`src/core/uub_pkg.sv`:
```
// Constants, register map and carrier types of the USB to serial bridge core.
// Assumes one 20 MHz clock; the USB serial interface engine sits outside this core.

package uub_pkg;

   ////////////////////////////////////////////////////////////////////////////
   localparam int unsigned CLK_HZ            = 20_000_000;
   localparam int unsigned SUSPEND_IDLE_US   = 3000;
   localparam int unsigned SUSPEND_CYCLES    = (CLK_HZ / 1_000_000) * SUSPEND_IDLE_US + 1;
   localparam int unsigned POR_DELAY_MS      = 50;
   localparam int unsigned POR_CYCLES        = (CLK_HZ / 1000) * POR_DELAY_MS;
   localparam int unsigned WAKE_STARTUP_CLKS = 16;
   localparam int unsigned DEFAULT_BAUD      = 9600;
   localparam int unsigned MAX_BAUD          = 3_400_000;
   localparam logic [15:0] BAUD_DIV_RESET    = 16'((CLK_HZ + DEFAULT_BAUD / 2) / DEFAULT_BAUD);
   localparam logic [15:0] BAUD_DIV_MIN      = 16'(CLK_HZ / MAX_BAUD);
   localparam int unsigned FIFO_DEPTH        = 128;
   localparam int unsigned RTS_MARGIN        = 4;

   ////////////////////////////////////////////////////////////////////////////
   localparam logic [7:0] ADDR_CTRL   = 8'h00;
   localparam logic [7:0] ADDR_BAUD   = 8'h04;
   localparam logic [7:0] ADDR_STATUS = 8'h08;
   localparam logic [7:0] ADDR_LEVEL  = 8'h0c;

   localparam int unsigned CTRL_FLOW_BIT     = 0;
   localparam int unsigned CTRL_WAKE_EN_BIT  = 1;
   localparam int unsigned CTRL_PARITY_LSB   = 2;
   localparam int unsigned CTRL_TWO_STOP_BIT = 4;
   localparam int unsigned CTRL_WAKE_REQ_BIT = 8;
   localparam int unsigned ST_SUSPENDED_BIT  = 8;
   localparam int unsigned ST_WAKING_BIT     = 9;
   localparam int unsigned ST_TX_BUSY_BIT    = 10;
   localparam int unsigned ST_RX_BUSY_BIT    = 11;
   localparam int unsigned LEVEL_RX_LSB      = 16;

   localparam logic [1:0] EP_CONTROL   = 2'h0;
   localparam logic [1:0] EP_INTERRUPT = 2'h1;
   localparam logic [1:0] EP_BULK_OUT  = 2'h2;
   localparam logic [1:0] EP_BULK_IN   = 2'h3;

   ////////////////////////////////////////////////////////////////////////////
   typedef enum logic [1:0] {
      PAR_NONE = 2'b00,
      PAR_EVEN = 2'b01,
      PAR_ODD  = 2'b10
   } uub_parity_type;

   typedef struct packed {
      logic           twoStop;
      uub_parity_type parity;
      logic           wakeEn;
      logic           flowEn;
   } uub_cfg_type;

   typedef struct packed {
      logic parityErr;
      logic framingErr;
      logic overrun;
      logic txDone;
      logic rxDone;
   } uub_event_type;

   localparam uub_cfg_type CFG_RESET = '{twoStop: 1'b0, parity: PAR_NONE, wakeEn: 1'b0, flowEn: 1'b0};

endpackage : uub_pkg

```
`src/core/uub_fifo.sv`:
```
// Byte FIFO with valid/ready on both sides and a fill count.
// Assumes the same clock and synchronous reset as its parent.
`timescale 1ns/1ps
`default_nettype none

module uub_fifo
#(
   parameter int unsigned WIDTH = 8,
   parameter int unsigned DEPTH = 128
)
(
   input  wire logic                           clk,
   input  wire logic                           rst,
   input  wire logic                           inValid,
   input  wire logic [WIDTH-1:0]               inData,
   output logic                                inReady,
   output logic                                outValid,
   output logic [WIDTH-1:0]                    outData,
   input  wire logic                           outReady,
   output logic [$clog2(DEPTH+1)-1:0]          count
);
   localparam int unsigned AW = $clog2(DEPTH);
   localparam int unsigned CW = $clog2(DEPTH + 1);

   if (DEPTH < 2 || (1 << AW) != DEPTH)
   begin : g_bad_depth
      $error("uub_fifo: DEPTH must be a power of two of at least 2");
   end

   logic [WIDTH-1:0] mem_q [DEPTH];
   logic [AW-1:0]    wrPtr_q;
   logic [AW-1:0]    rdPtr_q;
   logic [CW-1:0]    count_q;
   logic             push;
   logic             pop;

   assign inReady  = count_q != CW'(DEPTH);
   assign outValid = count_q != '0;
   assign outData  = mem_q[rdPtr_q];
   assign count    = count_q;
   assign push     = inValid & inReady;
   assign pop      = outValid & outReady;

   always_ff @(posedge clk)
   begin
      if (push)
         mem_q[wrPtr_q] <= inData;
   end

   always_ff @(posedge clk)
   begin
      if (rst)
      begin
         wrPtr_q <= '0;
         rdPtr_q <= '0;
         count_q <= '0;
      end
      else
      begin
         if (push)
            wrPtr_q <= wrPtr_q + 1'b1;
         if (pop)
            rdPtr_q <= rdPtr_q + 1'b1;
         if (push != pop)
            count_q <= push ? count_q + 1'b1 : count_q - 1'b1;
      end
   end

endmodule : uub_fifo

`default_nettype wire

```
`src/core/uub_core.sv`:
```
// USB to serial bridge core: endpoint byte ports, suspend/wake, UART, APB registers.
// Assumes an external USB engine delivering decoded bytes and bus activity on clk.
`timescale 1ns/1ps
`default_nettype none

module uub_core
#(
   parameter int unsigned POR_WAIT     = uub_pkg::POR_CYCLES,
   parameter int unsigned SUSPEND_WAIT = uub_pkg::SUSPEND_CYCLES,
   parameter int unsigned DEPTH        = uub_pkg::FIFO_DEPTH
)
(
   input  wire logic        clk,
   input  wire logic        rst,
   input  wire logic [7:0]  paddr,
   input  wire logic        psel,
   input  wire logic        penable,
   input  wire logic        pwrite,
   input  wire logic [31:0] pwdata,
   output logic             pready,
   output logic [31:0]      prdata,
   output logic             pslverr,
   input  wire logic [1:0]  usbEp,
   input  wire logic        usbOutValid,
   input  wire logic [7:0]  usbOutData,
   output logic             usbOutReady,
   output logic             usbInValid,
   output logic [7:0]       usbInData,
   input  wire logic        usbInReady,
   output logic [1:0]       usbInEp,
   input  wire logic        usbActivity,
   input  wire logic        usbResume,
   output logic             remoteWake,
   output logic             suspended,
   output logic             uartTx,
   input  wire logic        uartRx,
   input  wire logic        ctsN,
   output logic             rtsN,
   output logic             ledN
);
   import uub_pkg::*;

   localparam int unsigned CW = $clog2(DEPTH + 1);

   if (POR_WAIT < 1 || SUSPEND_WAIT < 2 || DEPTH <= RTS_MARGIN || CW > 8)
   begin : g_bad_param
      $error("uub_core: unsupported parameter values");
   end

   typedef enum logic [1:0] {
      PWR_ACTIVE  = 2'b00,
      PWR_SUSPEND = 2'b01,
      PWR_WAKE    = 2'b10
   } uub_pwr_type;

   typedef enum logic [2:0] {
      SER_IDLE  = 3'b000,
      SER_START = 3'b001,
      SER_DATA  = 3'b010,
      SER_PAR   = 3'b011,
      SER_STOP1 = 3'b100,
      SER_STOP2 = 3'b101
   } uub_ser_type;

   ////////////////////////////////////////////////////////////////////////////
   // Power-on delay: all but the counter, the pin synchronisers and the APB hit/read-data registers is held in reset
   logic [31:0]   porCnt_q;
   logic          porBusy_q;
   logic          sysRst;

   always_ff @(posedge clk)
   begin
      if (rst)
      begin
         porCnt_q  <= '0;
         porBusy_q <= 1'b1;
      end
      else if (porBusy_q)
      begin
         porCnt_q  <= porCnt_q + 32'h1;
         porBusy_q <= porCnt_q != POR_WAIT - 1;
      end
   end

   assign sysRst = rst | porBusy_q;

   ////////////////////////////////////////////////////////////////////////////
   // Pin synchronisers; the second stage is looked at, and the third rx stage too for start-edge detection
   logic [2:0]    rxSync_q;
   logic [1:0]    ctsSync_q;
   logic          rxIn;
   logic          rxFall;

   always_ff @(posedge clk)
   begin
      if (rst)
      begin
         rxSync_q  <= 3'h7;
         ctsSync_q <= 2'h3;
      end
      else
      begin
         rxSync_q  <= {rxSync_q[1:0], uartRx};
         ctsSync_q <= {ctsSync_q[0], ctsN};
      end
   end

   assign rxIn   = rxSync_q[1];
   assign rxFall = rxSync_q[2] & ~rxSync_q[1];

   ////////////////////////////////////////////////////////////////////////////
   // Registers and FIFOs
   uub_cfg_type   cfg_q;
   logic [15:0]   baudDiv_q;
   uub_event_type events_q;
   uub_event_type evSet;
   logic          wakeReq;
   uub_pwr_type   pwr_q;
   uub_ser_type   txState_q;
   uub_ser_type   rxState_q;
   logic          txFifoInValid;
   logic          txFifoInReady;
   logic          txFifoOutValid;
   logic [7:0]    txFifoOutData;
   logic          txPop;
   logic [CW-1:0] txCount;
   logic          rxPush;
   logic [7:0]    rxShift_q;
   logic          rxFifoInReady;
   logic [CW-1:0] rxCount;
   logic          active;

   // Bulk OUT and IN byte ports stay closed until the power-on delay has run out
   assign active = (pwr_q == PWR_ACTIVE) & ~sysRst;

   // Bulk OUT feeds the transmitter; control and interrupt OUT bytes are sunk
   assign txFifoInValid = usbOutValid & (usbEp == EP_BULK_OUT) & active;
   assign usbOutReady   = (usbEp == EP_BULK_OUT) ? txFifoInReady & active : 1'b1;
   assign usbInEp       = EP_BULK_IN;

   uub_fifo #(.WIDTH(8), .DEPTH(DEPTH)) u_tx_fifo (
      .clk      (clk),
      .rst      (sysRst),
      .inValid  (txFifoInValid),
      .inData   (usbOutData),
      .inReady  (txFifoInReady),
      .outValid (txFifoOutValid),
      .outData  (txFifoOutData),
      .outReady (txPop),
      .count    (txCount)
   );

   logic          rxFifoOutValid;

   uub_fifo #(.WIDTH(8), .DEPTH(DEPTH)) u_rx_fifo (
      .clk      (clk),
      .rst      (sysRst),
      .inValid  (rxPush),
      .inData   (rxShift_q),
      .inReady  (rxFifoInReady),
      .outValid (rxFifoOutValid),
      .outData  (usbInData),
      .outReady (usbInReady & active),
      .count    (rxCount)
   );

   assign usbInValid = rxFifoOutValid & active;

   ////////////////////////////////////////////////////////////////////////////
   // APB slave: zero wait states, read data captured in the setup cycle
   logic          setup;
   logic          hit_q;
   logic          hitNow;
   logic          wrEn;
   logic [31:0]   rdData;
   logic [31:0]   prdata_q;

   assign setup  = psel & ~penable;
   assign hitNow = paddr == ADDR_CTRL || paddr == ADDR_BAUD || paddr == ADDR_STATUS || paddr == ADDR_LEVEL;
   assign pready  = penable;
   assign pslverr = penable & ~hit_q;
   assign prdata  = prdata_q;
   assign wrEn    = psel & penable & pwrite & hit_q;
   assign wakeReq = wrEn & paddr == ADDR_CTRL & pwdata[CTRL_WAKE_REQ_BIT];

   always_comb
   begin
      rdData = '0;
      case (paddr)
         ADDR_CTRL:   rdData[4:0] = cfg_q;
         ADDR_BAUD:   rdData[15:0] = baudDiv_q;
         ADDR_STATUS:
         begin
            rdData[4:0]              = events_q;
            rdData[ST_SUSPENDED_BIT] = pwr_q == PWR_SUSPEND;
            rdData[ST_WAKING_BIT]    = pwr_q == PWR_WAKE;
            rdData[ST_TX_BUSY_BIT]   = txState_q != SER_IDLE;
            rdData[ST_RX_BUSY_BIT]   = rxState_q != SER_IDLE;
         end
         ADDR_LEVEL:
         begin
            rdData[7:0]                = 8'(txCount);
            rdData[LEVEL_RX_LSB +: 8] = 8'(rxCount);
         end
         default:     rdData = '0;
      endcase
   end

   always_ff @(posedge clk)
   begin
      if (rst)
      begin
         hit_q    <= 1'b0;
         prdata_q <= '0;
      end
      else if (setup)
      begin
         hit_q    <= hitNow;
         prdata_q <= pwrite ? 32'h0 : rdData;
      end
   end

   always_ff @(posedge clk)
   begin
      if (sysRst)
      begin
         cfg_q     <= CFG_RESET;
         baudDiv_q <= BAUD_DIV_RESET;
      end
      else if (wrEn && paddr == ADDR_CTRL)
      begin
         cfg_q.flowEn  <= pwdata[CTRL_FLOW_BIT];
         cfg_q.wakeEn  <= pwdata[CTRL_WAKE_EN_BIT];
         cfg_q.parity  <= (pwdata[CTRL_PARITY_LSB +: 2] == 2'b11) ? PAR_NONE
                          : uub_parity_type'(pwdata[CTRL_PARITY_LSB +: 2]);
         cfg_q.twoStop <= pwdata[CTRL_TWO_STOP_BIT];
      end
      else if (wrEn && paddr == ADDR_BAUD)
      begin
         // Clamped to BAUD_DIV_MIN (5 clocks per bit), so 4 MBd, above MAX_BAUD, is the limit
         baudDiv_q <= (pwdata[15:0] < BAUD_DIV_MIN) ? BAUD_DIV_MIN : pwdata[15:0];
      end
   end

   // Sticky events, write one to clear; a new event beats its own clear
   always_ff @(posedge clk)
   begin
      if (sysRst)
         events_q <= '0;
      else if (wrEn && paddr == ADDR_STATUS)
         events_q <= (events_q & ~pwdata[4:0]) | evSet;
      else
         events_q <= events_q | evSet;
   end

   ////////////////////////////////////////////////////////////////////////////
   // Suspend, resume and wake
   logic [31:0]   idleCnt_q;
   logic [4:0]    wakeCnt_q;
   logic          remoteWake_q;

   always_ff @(posedge clk)
   begin
      if (sysRst)
      begin
         pwr_q        <= PWR_ACTIVE;
         idleCnt_q    <= '0;
         wakeCnt_q    <= '0;
         remoteWake_q <= 1'b0;
      end
      else
      begin
         remoteWake_q <= 1'b0;
         case (pwr_q)
            PWR_ACTIVE:
            begin
               idleCnt_q <= usbActivity ? 32'h0 : idleCnt_q + 32'h1;
               if (!usbActivity && idleCnt_q == SUSPEND_WAIT - 1)
                  pwr_q <= PWR_SUSPEND;
            end
            PWR_SUSPEND:
            begin
               idleCnt_q <= '0;
               if (usbResume)
                  pwr_q <= PWR_ACTIVE;
               else if (rxFall)
               begin
                  pwr_q        <= PWR_WAKE;
                  wakeCnt_q    <= '0;
                  remoteWake_q <= cfg_q.wakeEn;
               end
               else if (wakeReq)
                  remoteWake_q <= cfg_q.wakeEn;
            end
            PWR_WAKE:
            begin
               wakeCnt_q <= wakeCnt_q + 5'h1;
               if (wakeCnt_q == 5'(WAKE_STARTUP_CLKS - 1))
                  pwr_q <= PWR_ACTIVE;
            end
            default: pwr_q <= PWR_ACTIVE;
         endcase
      end
   end

   assign remoteWake = remoteWake_q;
   assign suspended  = pwr_q != PWR_ACTIVE;

   ////////////////////////////////////////////////////////////////////////////
   // Transmitter; CTS is honoured only between characters
   logic [15:0]   txCnt_q;
   logic [7:0]    txShift_q;
   logic [2:0]    txBit_q;
   logic          txPar_q;
   logic          txLine_q;
   logic          txDone;
   logic          txTick;

   assign txTick = txCnt_q == 16'h0;
   assign txPop  = txState_q == SER_IDLE & txFifoOutValid & active
                   & (~cfg_q.flowEn | ~ctsSync_q[1]);

   always_ff @(posedge clk)
   begin
      if (sysRst)
      begin
         txState_q <= SER_IDLE;
         txCnt_q   <= '0;
         txShift_q <= '0;
         txBit_q   <= '0;
         txPar_q   <= 1'b0;
         txLine_q  <= 1'b1;
      end
      else if (txState_q == SER_IDLE)
      begin
         if (txPop)
         begin
            txShift_q <= txFifoOutData;
            txPar_q   <= ^txFifoOutData ^ (cfg_q.parity == PAR_ODD);
            txCnt_q   <= baudDiv_q - 16'h1;
            txBit_q   <= '0;
            txLine_q  <= 1'b0;
            txState_q <= SER_START;
         end
      end
      else if (!txTick)
         txCnt_q <= txCnt_q - 16'h1;
      else
      begin
         txCnt_q <= baudDiv_q - 16'h1;
         case (txState_q)
            SER_START:
            begin
               txLine_q  <= txShift_q[0];
               txState_q <= SER_DATA;
            end
            SER_DATA:
            begin
               txShift_q <= txShift_q >> 1;
               txBit_q   <= txBit_q + 3'h1;
               if (txBit_q != 3'h7)
                  txLine_q <= txShift_q[1];
               else if (cfg_q.parity != PAR_NONE)
               begin
                  txLine_q  <= txPar_q;
                  txState_q <= SER_PAR;
               end
               else
               begin
                  txLine_q  <= 1'b1;
                  txState_q <= SER_STOP1;
               end
            end
            SER_PAR:
            begin
               txLine_q  <= 1'b1;
               txState_q <= SER_STOP1;
            end
            SER_STOP1: txState_q <= cfg_q.twoStop ? SER_STOP2 : SER_IDLE;
            default:   txState_q <= SER_IDLE;
         endcase
      end
   end

   assign txDone = txTick & (txState_q == SER_STOP2 | (txState_q == SER_STOP1 & ~cfg_q.twoStop));
   assign uartTx = txLine_q;

   ////////////////////////////////////////////////////////////////////////////
   // Receiver; second stop bit is not checked, next start may follow it
   logic [15:0]   rxCnt_q;
   logic [2:0]    rxBit_q;
   logic          rxParErr_q;
   logic          rxTick;
   logic          rxStop;

   assign rxTick = rxCnt_q == 16'h0;
   assign rxStop = rxTick & rxState_q == SER_STOP1;
   assign rxPush = rxStop;

   always_ff @(posedge clk)
   begin
      if (sysRst)
      begin
         rxState_q  <= SER_IDLE;
         rxCnt_q    <= '0;
         rxShift_q  <= '0;
         rxBit_q    <= '0;
         rxParErr_q <= 1'b0;
      end
      else if (rxState_q == SER_IDLE)
      begin
         if (rxFall && active)
         begin
            rxCnt_q    <= baudDiv_q >> 1; // Sample mid-bit
            rxParErr_q <= 1'b0;
            rxState_q  <= SER_START;
         end
      end
      else if (!rxTick)
         rxCnt_q <= rxCnt_q - 16'h1;
      else
      begin
         rxCnt_q <= baudDiv_q - 16'h1;
         case (rxState_q)
            SER_START:
            begin
               rxBit_q   <= '0;
               rxState_q <= rxIn ? SER_IDLE : SER_DATA;
            end
            SER_DATA:
            begin
               rxShift_q <= {rxIn, rxShift_q[7:1]};
               rxBit_q   <= rxBit_q + 3'h1;
               if (rxBit_q == 3'h7)
                  rxState_q <= (cfg_q.parity != PAR_NONE) ? SER_PAR : SER_STOP1;
            end
            SER_PAR:
            begin
               rxParErr_q <= rxIn ^ ^rxShift_q ^ (cfg_q.parity == PAR_ODD);
               rxState_q  <= SER_STOP1;
            end
            default:   rxState_q <= SER_IDLE;
         endcase
      end
   end

   always_comb
   begin
      evSet            = '0;
      evSet.rxDone     = rxStop;
      evSet.txDone     = txDone;
      evSet.overrun    = rxStop & ~rxFifoInReady;
      evSet.framingErr = rxStop & ~rxIn;
      evSet.parityErr  = rxStop & rxParErr_q;
   end

   ////////////////////////////////////////////////////////////////////////////
   // Flow control and activity outputs
   logic          rtsN_q;
   logic          ledN_q;

   always_ff @(posedge clk)
   begin
      if (sysRst)
      begin
         rtsN_q <= 1'b1;
         ledN_q <= 1'b1;
      end
      else
      begin
         rtsN_q <= cfg_q.flowEn & (32'(rxCount) >= DEPTH - RTS_MARGIN);
         ledN_q <= txState_q == SER_IDLE & rxState_q == SER_IDLE;
      end
   end

   assign rtsN = rtsN_q;
   assign ledN = ledN_q;

endmodule : uub_core

`default_nettype wire

```
`config.mk`:
```
export PLATFORM = sky130hd
export DESIGN_NAME = uub_core
export DESIGN_NICKNAME = d
export VERILOG_FILES = /design/src/core/uub_pkg.sv /design/src/core/uub_fifo.sv /design/src/core/uub_core.sv
export SDC_FILE = /design/constraint.sdc
export NUM_CORES = 2
export LEC_CHECK = 0
export ABC_CLOCK_PERIOD_IN_PS = 4980
export BUFFER_PORTS_ARGS = -buffer_cell sky130_fd_sc_hd__buf_2
export CAP_MARGIN = 20
export CORE_AREA = 2 2 394 396
export CTS_CLUSTER_SIZE = 25
export DETAILED_ROUTE_END_ITERATION = 8
export DIE_AREA = 0 0 396 398
export MAX_ROUTING_LAYER = met4
export PLACE_DENSITY = 0.84
export SLEW_MARGIN = 10
export SYNTH_ARGS = -nofsm -noshare
export SYNTH_HDL_FRONTEND = slang
export SYNTH_SLANG_ARGS = --single-unit
```
`constraint.sdc`:
```
create_clock -name clk -period 4.98 [get_ports clk]
set_input_delay 0.249 -clock clk [delete_from_list [all_inputs] [get_ports clk]]
set_output_delay 0.249 -clock clk [all_outputs]
set_load 0.02 [all_outputs]
```
==> impl_metrics.ini <==
[placement]
place.gp.congestion = 0.887
dpl_worst_slack_ns = 0.413
port_buffers = 85
place_hpwl_um = 130000
place_inst = 6982

[clock_network]
clock_latency_ns = 0.88
clock_path_buffers = 3
cts.clk_slew.worst_paths_ns = 0.07
cts_root_buf = clkbuf_16
cts_sinks = 2300
h-tree-depth = 4
cts_resized = 0
cts_tree = done
cts_buffers = 213

[global_routing]
antenna_found_initial = 6
grt_pass1_wl_um = 339000
grt_pass1_vias = 50593
grt_start_max_net_pins = 167
gr-total-overflow = 0
globalRouteTotalUtil_pct = 30.3

[critical_path]
cp.arrival_ns = 5.34
cp-end-kind = flip-flop
critical_path_class = reg2reg
cp_slowest_cell = nor2_1
crit_path_cell_trace = inv_1 -> ha_1 -> or4b_1 -> nand4b_1 -> nor4_2 -> nand3_1 -> a21oi_1 -> buf_4 -> inv_1 -> nor2_1 -> nand2_1 -> buf_12 -> nor2_1
cp_top_family = simple AND/OR/NAND/NOR gates
rrSetupSlack_ns = 0.13
required_ns = 5.47
crit_fanout = 11
start_kind = flip-flop
cp_slowest_stage_delay_ns = 0.70
path_buf_inv = 4

[sta]
finClkSkew_ns = 0.0910
hold_viol = 0
slew_headroom_pct = 22.0
rsz0062_at_grt = no
finalCritPeriodShare_pct = 97.3
setup_viol = 0
period_minus_slack_ns = 4.85
worstMarginPinSlew_ns = 1.16
fmax_ghz = 0.206
setup_tns_ns = 0
setup_slack_ns = 0.134
slew_viol_final = 0

[synthesis]
yosysWarnings = 0
synth_cells = 5019
synth_top_cell_by_area = edfxtp_1
synth_seq_cells = 2300
synth-main-ff-cell = edfxtp_1
synth-seq-area-share_pct = 72.8
syn_area_per_cell_um2 = 18.2
synth_cell_types = 74
async_flop_share_pct = 0
yosysTopAreaCellShare_pct = 67.3
synth_edf_count = 2048
syn-cell-area_um2 = 91400
ys_top_cells_by_area = edfxtp_1 67%, mux4_2 14%, dfxtp_1 5.5%

[floorplan]
ios = 112
design.core.area_um2 = 153000
die_h_um = 398
initial_utilization_pct = 59.6
die_width_um = 396
std_cell_rows = 144
die_area_um2 = 158000

[pwr]
switching_power_mw = 7.51
pwr-share-seq_pct = 55.2
ir_drop_uv = 392
swShare_pct = 19.9
clock_power_share_pct = 44.2
power_mw = 37.7
p_leak_nw = 31.1
power_frac_comb_pct = 0.6
power_density_nw_per_um2 = 371
p_int_mw = 30.2

[drt]
routed_via_density = 6.84
drt-initial-drc-count = 7171
routedWlPerCell_um = 31.0
vias = 50789
drc = 0
firstDrtPassIters = 9
antenna_left = 0
wl_um = 230000

[min_path]
hp-class = in2reg

[layout]
area_delta_synth_final_pct = 11.4
drive_gt1_share_pct = 21.8
final_common_cell = edfxtp_1
final_cells = 7425
layout_common_cells = 2048 x edfxtp_1, 569 x mux4_2, 519 x nor2_1, 235 x dfxtp_1, 221 x nand2_1
nNetsFinal = 5285

[status]
status = finished clean

[flow_run]
drv_cap = 0
-- area by class of cell --
cell class / count / area [µm²]
flip-flops and latches: 2300 / 66600
diodes: 5 / 12.5
clock buffers: 267 / 5660
inverters: 31 / 116
multi-input cells: 2407 / 23400
repair buffers: 240 / 1980
fillers: 9102 / 51500
clock inverters: 131 / 1450
well taps: 2044 / 2560
-- worst reg2reg max path: stages, from the launching register on --
cell and delay, ns:
dfxtp_1 0.34, inv_1 0.07, ha_1 0.16, or4b_1 0.49, nand4b_1 0.34, nor4_2 0.27, nand3_1 0.27, a21oi_1 0.19
buf_4 0.18, inv_1 0.24, nor2_1 0.32, nand2_1 0.52, buf_12 0.37, nor2_1 0.71
-- cells in the mapped netlist (32+ instances only) --
cell type	number
edfxtp_1	2048
mux4_2	569
nor2_1	519
dfxtp_1	252
nand2_1	221
clkbuf_1	176
a21oi_1	168
mux2i_1	93
o21ai_0	86
nand3_1	70
nor3_1	59
xnor2_1	49
xor2_1	49
a22oi_1	44
buf_2	40
buf_1	39
mux2_2	39
or3_1	34
o22ai_1	33
nor2b_1	32
-- power groups by stage --
| stage | sequential, mW | clock, mW | combinational [mW] |
|---|---|---|---|
| floorplan | 21.2 | 0 | 0.0548 |
| global placement | 21.2 | 0 | 0.199 |
| detailed placement | 21.2 | 0 | 0.214 |
| CTS | 20.8 | 16.7 | 0.234 |
| global route | 20.8 | 17.4 | 0.260 |
| finish | 20.8 | 16.7 | 0.241 |
-- path summary, 6_finish.rpt --
| kind | startpoint | endpoint | cells past startpoint |
|---|---|---|---|
| worst max-delay path | rxCnt_q[0]$_SDFFE_PP0P_ | u_rx_fifo.mem_q[18][4]$_DFFE_PP_ | 13 |
| worst max register to register | rxCnt_q[0]$_SDFFE_PP0P_ | u_rx_fifo.mem_q[18][4]$_DFFE_PP_ | 13 |
| worst min-delay path | usbOutData[2] | u_tx_fifo.mem_q[104][2]$_DFFE_PP_ | 1 |
| worst min register to register | ctsSync_q[0]$_SDFF_PP1_ | ctsSync_q[1]$_SDFF_PP1_ | 1 |
-- timing repair --
action,4_1_cts,5_1_grt
hold endpoints to repair,279,9
setup buffers,0,0
hold buffers,38,1
-- flip-flops by register name (all words and copies together) (netlist names), 7 cells and up, named ones only --
name,count
u_rx_fifo.count,8
u_rx_fifo.mem_q,1024
u_tx_fifo.wrPtr_q,7
porCnt_q,32
u_rx_fifo.rdPtr_q,7
u_rx_fifo.wrPtr_q,7
u_tx_fifo.rdPtr_q,7
txCnt_q,16
idleCnt_q,32
u_tx_fifo.mem_q,1024
baudDiv_q,16
txShift_q,8
prdata,24
u_tx_fifo.count,8
rxCnt_q,16
rxShift_q,8
-- metrics by stage --
step / util [%] / hold slack, ns / instance area [µm²]
final: 66.4 / 0.00326 / 102000
after global routing: 66.4 / 0.0158 / 102000
after CTS: 66.4 / 0.000682 / 102000
after detailed placement: 61.5 / 0.422 / 94300
after global placement: 61.5 / 0.413 / 94300
after floorplan: - / 0.348 / 91400
-- cells by family after synthesis --
kind of cell | share of synthesized area (%)
flops | 72.8
buf+inv | 1.58
xor+xnor | 0.964
simple gates | 5.39
compound gates | 3.25
mux | 15.6
fa+ha+maj | 0.441
other cells | 0.00822
-- per-layer routing --
layer / routed length, µm / global-route usage [%]
met5: 0 / -
met4: 11000 / 12.2
met3: 24900 / 6.75
met2: 115000 / 48.8
met1: 79300 / 37.6
Power figures use the tool's default switching activity.
